## config.mk

```make
export PLATFORM = sky130hd
export DESIGN_NAME = mst_top
export DESIGN_NICKNAME = d
export VERILOG_FILES = /design/src/mst_pkg.sv /design/src/mst_sd_if.sv /design/src/mst_sdchk.sv /design/src/mst_top.sv
export SDC_FILE = /design/constraint.sdc
export NUM_CORES = 2
export LEC_CHECK = 0
export ABC_CLOCK_PERIOD_IN_PS = 12800
export BUFFER_PORTS_ARGS = -buffer_cell sky130_fd_sc_hd__buf_2
export CAP_MARGIN = 25
export CORE_MARGIN = 2
export CORE_UTILIZATION = 40
export DETAILED_ROUTE_END_ITERATION = 16
export GPL_TIMING_DRIVEN = 0
export MAX_ROUTING_LAYER = met4
export PLACE_DENSITY_LB_ADDON = 0.1
export RECOVER_POWER = 50
export SKIP_LAST_GASP = 1
export SLEW_MARGIN = 20
export SYNTH_ARGS = -nofsm -noshare
export SYNTH_HDL_FRONTEND = slang
export SYNTH_SLANG_ARGS = --single-unit
```

## constraint.sdc

```tcl
create_clock -name CLK -period 12.8 [get_ports CLK]
set_clock_uncertainty 0.15 [all_clocks]
set_input_delay 3.84 -clock CLK [delete_from_list [all_inputs] [get_ports CLK]]
set_output_delay 3.84 -clock CLK [all_outputs]
set_load 0.005 [all_outputs]
```

## src/mst_pkg.sv

```systemverilog
// constants, field layout and types shared by the supervision block
package mst_pkg;
  // register byte addresses
  localparam logic [7:0] ADDR_CTRL = 8'h00;
  localparam logic [7:0] ADDR_STATUS = 8'h04;
  localparam logic [7:0] ADDR_ERR = 8'h08;
  localparam logic [7:0] ADDR_VEQ = 8'h0C;
  localparam logic [7:0] ADDR_ENERGY = 8'h10;
  // control fields
  localparam int CTRL_SENS_LSB = 0;
  localparam int CTRL_NOM_LSB = 2;
  localparam int CTRL_NO_LOAD_THRESHOLD_SELECT_LSB = 4;
  localparam int CTRL_TAMPER_FACTOR_SELECT_BIT = 6;
  localparam int CTRL_WIDTH = 7;
  localparam logic [CTRL_WIDTH-1:0] CTRL_RESET = 7'h00;
  // status fields
  localparam int ST_BFR = 0;
  localparam int ST_NOLOAD = 1;
  localparam int ST_SWM = 2;
  localparam int ST_TAMPER = 3;
  localparam int ST_SEC_HIGH = 4;
  localparam int ST_CHSEL = 5;
  // sticky error fields
  localparam int ERR_STUCK_V = 0;
  localparam int ERR_STUCK_I = 1;
  localparam int ERR_PIN = 2;
  localparam int ERR_WIDTH = 3;
  // sensor select codes below this value mean coil sensor
  localparam logic [1:0] SENS_COIL_LIMIT = 2'h2;
  // nominal voltage coefficients, unsigned Q0.16
  localparam logic [15:0] NOM_COEFF [4] = '{16'h5C01, 16'h63FE, 16'h6C02, 16'h73FF};
  // no-load base thresholds, product of two Q0.16 rms values
  localparam logic [31:0] NOLOAD_BASE_COIL = 32'h01262025;
  localparam logic [31:0] NOLOAD_BASE_CT = 32'h00EF1281;
  // low-voltage error set levels, Q0.16; cleared above twice
  localparam logic [15:0] BFR_ON_COIL = 16'h0273;
  localparam logic [15:0] BFR_ON_CT = 16'h01FF;
  // timing
  localparam int CLK_PERIOD_NS = 4;
  localparam int LINE_NOM_NS = 20_000_000;
  localparam int LINE_NOM_CYC = LINE_NOM_NS / CLK_PERIOD_NS;
  localparam int PERIOD_LOW_LIMIT_CYC = 131072;
  localparam int PERIOD_HIGH_LIMIT_CYC = 32768;
  localparam logic [1:0] OVER_REPEAT = 2'h3;
  localparam logic [6:0] SD_WINDOW_CYC = 7'h7F;
  // tamper multiplex frame, in line periods
  localparam logic [6:0] SW_NORMAL = 7'h20;
  localparam logic [6:0] SW_PRI = 7'h3C;
  localparam logic [6:0] SW_SEC = 7'h04;
  localparam logic [6:0] EVAL_HALF = 7'h04;
  localparam logic [2:0] QUAL_COUNT = 3'h4;
  localparam int SD_STREAMS = 2;
  typedef enum logic [1:0] {TS_NORMAL, TS_PRI, TS_SEC} mst_tstate_type;
endpackage

```

## src/mst_sd_if.sv

```systemverilog
// carrier between the top and the sigma-delta stream checker
`timescale 1ns/1ps
interface mst_sd_if;
  import mst_pkg::*;
  logic [SD_STREAMS-1:0] raw;
  logic [SD_STREAMS-1:0] stuck;
  logic [SD_STREAMS-1:0] clean;
  modport chk (input raw, output stuck, output clean);
  modport top (output raw, input stuck, input clean);
endinterface

```

## src/mst_sdchk.sv

```systemverilog
// stuck detection and idle substitution for the sigma-delta streams
`timescale 1ns/1ps
module mst_sdchk import mst_pkg::*; (
  input wire logic CLK,
  input wire logic RESETN,
  mst_sd_if.chk sd
);
  genvar g;
  generate
    for (g = 0; g < SD_STREAMS; g++) begin : g_stream
      logic s1_r, s2_r, s3_r, idle_r, stuck_r, clean_r;
      logic [6:0] run_r;
      always_ff @(posedge CLK) begin
        if (!RESETN) begin
          s1_r <= 1'b0;
          s2_r <= 1'b0;
          s3_r <= 1'b0;
        end else begin
          s1_r <= sd.raw[g];
          s2_r <= s1_r;
          s3_r <= s2_r;
        end
      end
      always_ff @(posedge CLK) begin
        if (!RESETN) begin
          run_r <= 7'h00;
          stuck_r <= 1'b0;
        end else if (s2_r != s3_r) begin
          run_r <= 7'h00;
          stuck_r <= 1'b0;
        end else if (run_r != SD_WINDOW_CYC) begin
          run_r <= run_r + 7'h01;
        end else begin
          stuck_r <= 1'b1;
        end
      end
      always_ff @(posedge CLK) begin
        if (!RESETN) begin
          idle_r <= 1'b0;
          clean_r <= 1'b0;
        end else begin
          idle_r <= !idle_r;
          clean_r <= stuck_r ? idle_r : s2_r;
        end
      end
      assign sd.stuck[g] = stuck_r;
      assign sd.clean[g] = clean_r;

    end
  endgenerate
endmodule // mst_sdchk

```

## src/mst_top.sv

```systemverilog
// supervision top: fallback energy, no-load, error checks and tamper state machine
`timescale 1ns/1ps
module mst_top import mst_pkg::*; #(
  parameter int unsigned PERIOD_LOW_LIMIT = PERIOD_LOW_LIMIT_CYC,
  parameter int unsigned PERIOD_HIGH_LIMIT = PERIOD_HIGH_LIMIT_CYC,
  parameter int unsigned LINE_NOM_PERIOD = LINE_NOM_CYC
) (
  input wire logic CLK,
  input wire logic RESETN,
  input wire logic PSEL,
  input wire logic PENABLE,
  input wire logic PWRITE,
  input wire logic [7:0] PADDR,
  input wire logic [31:0] PWDATA,
  output logic [31:0] PRDATA,
  output logic PREADY,
  output logic PSLVERR,
  input wire logic [15:0] FULL_SCALE_PEAK_LINE,
  input wire logic [15:0] VRMS,
  input wire logic [15:0] IRMS,
  input wire logic PEAK_STROBE,
  input wire logic [31:0] CH_ENERGY,
  input wire logic CH_ENERGY_VALID,
  input wire logic SD_V_IN,
  input wire logic SD_I_IN,
  input wire logic STEP_POS_DRV,
  input wire logic STEP_NEG_DRV,
  input wire logic ENERGY_PULSE_DRV,
  input wire logic STEP_POS_SENSE,
  input wire logic STEP_NEG_SENSE,
  input wire logic ENERGY_PULSE_SENSE,
  output logic SD_V_CLEAN,
  output logic SD_I_CLEAN,
  output logic CH_SELECT_SEC,
  output logic [32:0] ENERGY_INC,
  output logic ENERGY_VALID,
  output logic POWER_INTEGRATE_EN,
  output logic SINGLE_WIRE_OPERATION,
  output logic STEPPER_OUT_POS,
  output logic STEPPER_OUT_NEG,
  output logic ENERGY_PULSE_OUT,
  output logic NO_LOAD_INDICATOR_PIN,
  output logic TAMPER_OUTPUT_PIN
);
  function automatic logic addr_mapped(input logic [7:0] a);
    return (a == ADDR_CTRL) || (a == ADDR_STATUS) || (a == ADDR_ERR) || (a == ADDR_VEQ) || (a == ADDR_ENERGY);
  endfunction

  logic [CTRL_WIDTH-1:0] ctrl_r;
  logic [ERR_WIDTH-1:0] err_r;
  logic pready_r, pslverr_r;
  logic [31:0] prdata_r, rdata_w;
  logic lo_err_r, hi_err_r, v_low_r, no_load_r, swm_r, integ_r;
  logic [1:0] over_r;
  logic [22:0] per_cnt_r, swm_cnt_r;
  logic swm_tick_r;
  logic [15:0] veq_r;
  logic [5:0] pos_r;
  logic signed [35:0] acc_a_r, acc_b_r;
  logic eval_r, last_opp_r, ch_sel_r, energy_valid_r, nl_pin_r, tpin_r;
  logic [32:0] energy_r, hold_r;
  logic [2:0] qcnt_r;
  mst_tstate_type tstate_r, qcand_r;
  logic [2:0] out_r, out_d1_r, out_d2_r, sense_s1_r, sense_s2_r;
  mst_sd_if sd_bus ();

  logic [1:0] sens, nominal_voltage_select, no_load_threshold_select;
  logic tamper_factor_select_sel, coil, base_freq_error_flag, single_wire_operation, stuck_any, disable_w, tick, no_load_nxt, gate_nxt;
  logic [15:0] bfr_on, v_used;
  logic [31:0] veq_prod, pw, app, thr;
  logic signed [32:0] e;
  logic [6:0] sw, pos7;
  logic in_a, in_b, cur_sec, opp, a_hi, tamper_factor_select, mismatch_w, wr_en, tamper_w;
  logic [35:0] abs_a, abs_b, abs_sum;
  logic [36:0] abs_diff;
  logic signed [36:0] diff, sum;
  mst_tstate_type cand;

  assign sens = ctrl_r[CTRL_SENS_LSB +: 2];
  assign nominal_voltage_select = ctrl_r[CTRL_NOM_LSB +: 2];
  assign no_load_threshold_select = ctrl_r[CTRL_NO_LOAD_THRESHOLD_SELECT_LSB +: 2];
  assign tamper_factor_select_sel = ctrl_r[CTRL_TAMPER_FACTOR_SELECT_BIT];
  assign coil = sens < SENS_COIL_LIMIT;
  assign base_freq_error_flag = lo_err_r || hi_err_r || v_low_r;
  assign single_wire_operation = coil && base_freq_error_flag;
  assign stuck_any = |sd_bus.stuck;
  assign disable_w = (base_freq_error_flag && !single_wire_operation) || stuck_any || no_load_r;
  assign sd_bus.raw = {SD_I_IN, SD_V_IN};
  mst_sdchk mst_sdchk_inst (.CLK(CLK), .RESETN(RESETN), .sd(sd_bus.chk));
  assign SD_V_CLEAN = sd_bus.clean[0];
  assign SD_I_CLEAN = sd_bus.clean[1];

  // APB slave, one wait state on every access
  assign wr_en = PSEL && PENABLE && pready_r && PWRITE;
  always_comb begin
    rdata_w = 32'h00000000;
    case (PADDR)
      ADDR_CTRL: rdata_w[CTRL_WIDTH-1:0] = ctrl_r;
      ADDR_STATUS: begin
        rdata_w[ST_BFR] = base_freq_error_flag;
        rdata_w[ST_NOLOAD] = no_load_r;
        rdata_w[ST_SWM] = swm_r;
        rdata_w[ST_TAMPER] = tamper_w;
        rdata_w[ST_SEC_HIGH] = tstate_r == TS_SEC;
        rdata_w[ST_CHSEL] = ch_sel_r;
      end
      ADDR_ERR: rdata_w[ERR_WIDTH-1:0] = err_r;
      ADDR_VEQ: rdata_w[15:0] = veq_r;
      ADDR_ENERGY: rdata_w = energy_r[31:0];
      default: rdata_w = 32'h00000000;
    endcase
  end
  always_ff @(posedge CLK) begin
    if (!RESETN) begin
      pready_r <= 1'b0;
      pslverr_r <= 1'b0;
      prdata_r <= 32'h00000000;
    end else begin
      pready_r <= PSEL && PENABLE && !pready_r;
      pslverr_r <= PSEL && PENABLE && !pready_r && !addr_mapped(PADDR);
      prdata_r <= (PSEL && PENABLE && !pready_r && !PWRITE) ? rdata_w : 32'h00000000;
    end
  end
  always_ff @(posedge CLK) begin
    if (!RESETN) begin
      ctrl_r <= CTRL_RESET;
    end else if (wr_en && PADDR == ADDR_CTRL) begin
      ctrl_r <= PWDATA[CTRL_WIDTH-1:0];
    end
  end
  // pin readback error, set beats clear
  assign mismatch_w = sense_s2_r != out_d2_r;
  always_ff @(posedge CLK) begin
    if (!RESETN) begin
      err_r <= '0;
    end else begin
      err_r <= (err_r & ~((wr_en && PADDR == ADDR_ERR) ? PWDATA[ERR_WIDTH-1:0] : 3'h0))
        | {mismatch_w, sd_bus.stuck[1], sd_bus.stuck[0]};
    end
  end

  // period limits; three short periods in a row needed
  always_ff @(posedge CLK) begin
    if (!RESETN) begin
      per_cnt_r <= '0;
      over_r <= 2'h0;
      lo_err_r <= 1'b0;
      hi_err_r <= 1'b0;
    end else if (PEAK_STROBE) begin
      per_cnt_r <= '0;
      lo_err_r <= 1'b0;
      if (per_cnt_r < 23'(PERIOD_HIGH_LIMIT)) begin
        over_r <= (over_r == OVER_REPEAT) ? over_r : over_r + 2'h1;
        hi_err_r <= hi_err_r || (over_r == OVER_REPEAT - 2'h1);
      end else begin
        over_r <= 2'h0;
        hi_err_r <= 1'b0;
      end
    end else if (per_cnt_r < 23'(PERIOD_LOW_LIMIT)) begin
      per_cnt_r <= per_cnt_r + 23'h1;
    end else begin
      lo_err_r <= 1'b1;
    end
  end
  assign bfr_on = coil ? BFR_ON_COIL : BFR_ON_CT;
  always_ff @(posedge CLK) begin
    if (!RESETN) begin
      v_low_r <= 1'b0;
    end else if (VRMS < bfr_on) begin
      v_low_r <= 1'b1;
    end else if (VRMS > {bfr_on[14:0], 1'b0}) begin
      v_low_r <= 1'b0;
    end
  end

  assign veq_prod = FULL_SCALE_PEAK_LINE * NOM_COEFF[nominal_voltage_select];
  // measured voltage again once the error clears
  assign v_used = single_wire_operation ? veq_r : VRMS;
  assign pw = v_used * IRMS;
  assign app = IRMS * veq_r;
  assign thr = (coil ? NOLOAD_BASE_COIL : NOLOAD_BASE_CT) << no_load_threshold_select;
  assign no_load_nxt = pw < thr;
  assign gate_nxt = !base_freq_error_flag || single_wire_operation;
  always_ff @(posedge CLK) begin
    if (!RESETN) begin
      veq_r <= 16'h0000;
      no_load_r <= 1'b0;
      nl_pin_r <= 1'b1;
      swm_r <= 1'b0;
      integ_r <= 1'b0;
    end else begin
      veq_r <= veq_prod[31:16];
      no_load_r <= no_load_nxt;
      nl_pin_r <= !no_load_nxt;
      swm_r <= single_wire_operation;
      integ_r <= !no_load_nxt && gate_nxt && !stuck_any;
    end
  end
  // no voltage peaks in single-wire, so periods come from a nominal timer
  always_ff @(posedge CLK) begin
    if (!RESETN || !single_wire_operation) begin
      swm_cnt_r <= '0;
      swm_tick_r <= 1'b0;
    end else begin
      swm_tick_r <= swm_cnt_r == 23'(LINE_NOM_PERIOD - 1);
      swm_cnt_r <= (swm_cnt_r == 23'(LINE_NOM_PERIOD - 1)) ? '0 : swm_cnt_r + 23'h1;
    end
  end
  assign tick = single_wire_operation ? swm_tick_r : CH_ENERGY_VALID;
  assign e = single_wire_operation ? $signed({1'b0, app}) : $signed({CH_ENERGY[31], CH_ENERGY});

  always_ff @(posedge CLK) begin
    if (!RESETN) begin
      out_r <= 3'h0;
      out_d1_r <= 3'h0;
      out_d2_r <= 3'h0;
      sense_s1_r <= 3'h0;
      sense_s2_r <= 3'h0;
    end else begin
      out_r <= {ENERGY_PULSE_DRV && gate_nxt, STEP_NEG_DRV && gate_nxt && !no_load_nxt,
        STEP_POS_DRV && gate_nxt && !no_load_nxt};
      out_d1_r <= out_r;
      out_d2_r <= out_d1_r;
      sense_s1_r <= {ENERGY_PULSE_SENSE, STEP_NEG_SENSE, STEP_POS_SENSE};
      sense_s2_r <= sense_s1_r;
    end
  end

  always_comb begin
    case (tstate_r)
      TS_PRI: sw = SW_PRI;
      TS_SEC: sw = SW_SEC;
      default: sw = SW_NORMAL;
    endcase
  end
  assign pos7 = {1'b0, pos_r};
  // four periods either side of the switch
  assign in_a = (pos7 >= sw - EVAL_HALF) && (pos7 < sw);
  assign in_b = (pos7 >= sw) && (pos7 < sw + EVAL_HALF);
  assign cur_sec = pos7 >= sw;
  always_ff @(posedge CLK) begin
    if (!RESETN || disable_w) begin
      pos_r <= 6'h00;
      acc_a_r <= '0;
      acc_b_r <= '0;
      eval_r <= 1'b0;
    end else begin
      eval_r <= tick && (pos7 == sw + EVAL_HALF - 7'h01);
      if (tick) begin
        pos_r <= pos_r + 6'h01;
        if (pos7 == sw - EVAL_HALF) begin
          acc_a_r <= 36'(e);
        end else if (in_a) begin
          acc_a_r <= acc_a_r + 36'(e);
        end
        if (pos7 == sw) begin
          acc_b_r <= 36'(e);
        end else if (in_b) begin
          acc_b_r <= acc_b_r + 36'(e);
        end
      end
    end
  end

  assign diff = 37'(acc_a_r) - 37'(acc_b_r);
  assign sum = 37'(acc_a_r) + 37'(acc_b_r);
  assign abs_diff = diff[36] ? 37'(-diff) : 37'(diff);
  assign abs_sum = sum[36] ? 36'(-sum) : 36'(sum);
  assign abs_a = acc_a_r[35] ? 36'(-acc_a_r) : 36'(acc_a_r);
  assign abs_b = acc_b_r[35] ? 36'(-acc_b_r) : 36'(acc_b_r);
  assign tamper_factor_select = tamper_factor_select_sel ? ({abs_diff, 5'h00} > 42'(abs_sum)) : ({abs_diff, 4'h0} > 41'(abs_sum));
  assign opp = (acc_a_r[35] != acc_b_r[35]) && (acc_a_r != '0) && (acc_b_r != '0);
  assign a_hi = abs_a > abs_b;
  assign cand = (opp || tamper_factor_select) ? (a_hi ? TS_PRI : TS_SEC) : TS_NORMAL;
  assign tamper_w = tstate_r != TS_NORMAL;

  // four consecutive results move the state; one opposite-sign result moves it at once
  always_ff @(posedge CLK) begin
    if (!RESETN || disable_w) begin
      tstate_r <= TS_NORMAL;
      qcand_r <= TS_NORMAL;
      qcnt_r <= 3'h0;
      last_opp_r <= 1'b0;
    end else if (eval_r) begin
      last_opp_r <= opp;
      if (opp) begin
        tstate_r <= cand;
        qcnt_r <= 3'h0;
      end else if (cand == tstate_r) begin
        qcnt_r <= 3'h0;
      end else if (cand == qcand_r && qcnt_r == QUAL_COUNT - 3'h1) begin
        tstate_r <= cand;
        qcnt_r <= 3'h0;
      end else if (cand == qcand_r) begin
        qcnt_r <= qcnt_r + 3'h1;
      end else begin
        qcand_r <= cand;
        qcnt_r <= 3'h1;
      end
    end
  end

  // hold last favoured value through the gap
  always_ff @(posedge CLK) begin
    if (!RESETN) begin
      energy_r <= '0;
      hold_r <= '0;
      energy_valid_r <= 1'b0;
      ch_sel_r <= 1'b0;
      tpin_r <= 1'b1;
    end else begin
      ch_sel_r <= cur_sec;
      tpin_r <= !tamper_w;
      energy_valid_r <= tick && integ_r;
      if (tick) begin
        if (!tamper_w || (cur_sec == (tstate_r == TS_SEC))) begin
          energy_r <= e;
          hold_r <= e;
        end else begin
          energy_r <= hold_r;
        end
      end
    end
  end

  assign PRDATA = prdata_r;
  assign PREADY = pready_r;
  assign PSLVERR = pslverr_r;
  assign CH_SELECT_SEC = ch_sel_r;
  assign ENERGY_INC = energy_r;
  assign ENERGY_VALID = energy_valid_r;
  assign POWER_INTEGRATE_EN = integ_r;
  assign SINGLE_WIRE_OPERATION = swm_r;
  assign STEPPER_OUT_POS = out_r[0];
  assign STEPPER_OUT_NEG = out_r[1];
  assign ENERGY_PULSE_OUT = out_r[2];
  assign NO_LOAD_INDICATOR_PIN = nl_pin_r;
  assign TAMPER_OUTPUT_PIN = tpin_r;
endmodule // mst_top

```

==> metrics.md <==
| Metric | Value |
|---|---|
| Crit start category | input port |
| Nets | 7,460 |
| Non-Filler Instances | ~8,000 |
| Area of the multi-input gates | a little under 40,000 um2 |
| Post-synth top flop | dfxtp_1 |
| Simple-gate share of the synthesized area | about a fifth |
| Max frequency | 79.8 MHz |
| Vias in the first global route | ~41,000 |
| Share of layout cells above drive strength 1 | under 10% |
| Total Wirelength | between 150,000 and 200,000 um |
| Final min period | roughly 13 ns |
| First-pass GRT wire length | between 200,000 and 300,000 um |
| Post-Syn Instances | around 5,900 |
| Detailed placement HPWL | around 150,000 um |
| Storage cell area | 5590 um2 |
| Design area | ~53,000 um2 |
| Rows | around 130 |
| WHS Path Cells | 1 |
| Post-synth EDFFs | 0 |
| Async SR Flop Fraction | 0% |
| Maximum clock path buffer count | 3 |
| Initial Utilization | approximately 40% |
| DRT iter0 DRCs | between 3,000 and 4,000 |
| Fin crit share | between 90% and 100% |
| P&R area growth vs syn | 10.0% |
| Fin. Hold Viols | 0 |
| Initial antenna violation count | 15 |
| Worst-path cell with the longest stage delay | fa_1 |
| Final Hold Slack | 0.254 ns |
| Worst-Skew Late Latency | 0.62 ns |
| Syn. warnings | 0 |
| Mux cell area share after synthesis | less than 1% |
| Slew HR | a little over a quarter |
| Placement Cell Area | a little over 50,000 um2 |
| #FFs+latches synth | approximately 280 |
| Slowest cell delay on critical path | ~0.55 ns |
| Unique masters post-synth | a little under 100 |
| Pin count of the biggest net entering global routing | 13 |
| IO Pins | approximately 210 |
| Number of vias per cell | ~5.4 |
| R2r setup slk | roughly 1.1 ns |
| Fin. max-slew vios | 0 |
| GRT Residual Overflow | 0 |
| Die W | between 300 and 400 um |
| Finish-stage setup viols | 0 |
| CP most frequent cell | fa_1 |
| CTS buffer count | 38 |
| Core area | about 120,000 um2 |
| Antenna viol nets, final | 0 |
| Netlist Area Pre-Place | 48,200 um2 |
| Crit path max fanout | 11 |
| Synth Area in XOR/XNOR | ~6.3% |
| Worst-path clk slew | about 0.06 ns |
| Via count | 41,900 |
| Most common cell after layout, fill and taps aside | inv_1 |
| Clock sinks | around 280 |
| Synth Area in Adders | around 40% |
| DR WL/cell | around 22 um |
| Placed Instances | between 7,000 and 8,000 |
| All-Layer GR Usage | between 20% and 30% |
| Remaining DRCs | 0 |
| Die Y | between 300 and 400 um |
| Combinational family with the most area after synthesis | adder cells |
| Reg2reg path depth | 40 |
| CP Class | in -> reg |
| Crit. End Element | flip-flop |
| Unrepaired setup endpoints after global routing | yes |
| Final Util | approximately 44% |
| CTS root buffer | clkbuf_16 |
| Run status | finished clean |
| Die area | roughly 120,000 um2 |
| Critical Path RT | 13.15 ns |
| Post-Syn Area per Cell | between 8 and 9 um2 |
| Least-Margin Pin Slew | roughly 1.1 ns |
| Post-synthesis sequential area ratio | around 12% |
| H-tree level count | 2 |
| WP data arrival | around 13 ns |
| Compound-Gate Fraction of Synth Area | between 10% and 20% |
| CTS tree | built |
| Maxcap violations | 0 |
| Commonest non-fill, non-tap cells in the layout | inv_1, ha_1, nand2_1 |
| Filler instances | around 12,000 |
| Pre-antenna DRT Iters | 6 |
| PortBufs | around 190 |
| Syn nets | approximately 7,200 |
| Placer Congestion | between 0.9 and 1 |
| Hold Path Class | reg -> reg |
[cell type report]
class / count / share of cell area, %
antenna: 15 / 0.0708
inverter: 878 / 6.22
tap: 1612 / 3.80
sequential: 279 / 10.5
timing repair buffer: 211 / 1.97
clock inverter: 17 / 0.533
clock buffer: 49 / 1.98
multi-input combinational: 4511 / 73.1
buffer: 216 / 1.75
[worst paths after layout]
kind	startpoint	to
setup / recovery	IRMS[6]	acc_a_r[35]
hold / removal	mst_sdchk_inst.g_stream[0].idle_r	mst_sdchk_inst.g_stream[0].idle_r
setup reg to reg	ctrl_r[1]	out_r[1]
hold reg to reg	mst_sdchk_inst.g_stream[0].idle_r	mst_sdchk_inst.g_stream[0].idle_r
[registers in the layout (all words and copies together), names as in the netlist, 3 cells and up]
register / count
pos_r: 6
sense_s1_r: 3
swm_cnt_r: 23
PRDATA: 32
per_cnt_r: 23
mst_sdchk_inst.g_stream.run_r: 14
ctrl_r: 7
qcnt_r: 3
hold_r: 33
acc_a_r: 36
err_r: 3
out_d1_r: 3
out_d2_r: 3
sense_s2_r: 3
out_r: 3
acc_b_r: 36
veq_r: 16
[synth_stat cells, types with 38 or more instances]
cell type | count | area, um2
and2_1 | 295 | 1850
xnor2_1 | 237 | 2080
fa_1 | 559 | 11200
nand3_1 | 88 | 440
nand2_1 | 598 | 2240
a21oi_1 | 325 | 1630
clkbuf_1 | 200 | 751
o31ai_1 | 40 | 300
o21ai_0 | 238 | 1190
nor2_1 | 413 | 1550
inv_1 | 876 | 3290
nor3_1 | 108 | 541
a21o_1 | 85 | 638
mux2i_1 | 38 | 380
nand4_1 | 61 | 382
and3_1 | 55 | 344
ha_1 | 631 | 7900
or3_1 | 43 | 269
nand2b_1 | 72 | 450
dfxtp_1 | 279 | 5590
xor2_1 | 109 | 955
nor2b_1 | 68 | 425
a211oi_1 | 57 | 428
[kinds of logic after synthesis]
kind of cell	count (synthesis)
adders and majority gates	1190
buffers and inverters	1095
DFF	279
AOI/OAI and AO/OA	1023
and+or+nand+nor	1907
xor gates and xnor gates	347
muxes	44
[routing by layer]
metal	up-vias	part of all wire, %	global-route usage [%]
li1	19900	-	-
met1	20500	47	41.2
met2	1295	43	43.5
met3	197	6.8	3.39
met4	0	3.2	7.66
met5	-	0	-
[critical path, delay by kind of cell]
| kind | cells | cell delay [ns] |
|---|---|---|
| mux | 1 | 0.26 |
| xor+xnor | 1 | 0.15 |
| compound gates | 12 | 2.64 |
| fa+ha+maj | 8 | 3.74 |
| buf+inv | 7 | 0.87 |
| simple gates | 7 | 1.39 |
[per-stage QoR]
stage	TNS [ns]	worst slack [ns]
final	0	0.265
after global routing	-0.101	-0.101
after CTS	0	0.00805
after detailed placement	-20.93	-2.52
after global placement	-38.83	-3.02
after floorplan	0	0.0696
[repair_timing]
item | in CTS | in global routing
setup endpoints to repair | 17 | 9
cloned | 0 | 0
hold buffers | 0 | 0
buffers inserted | 5 | 2
pin swaps | 3 | 6
resized for setup | 75 | 48
Power is not shown: default switching activity piles up to over one toggle a cycle in this logic, so the estimate is an artifact.
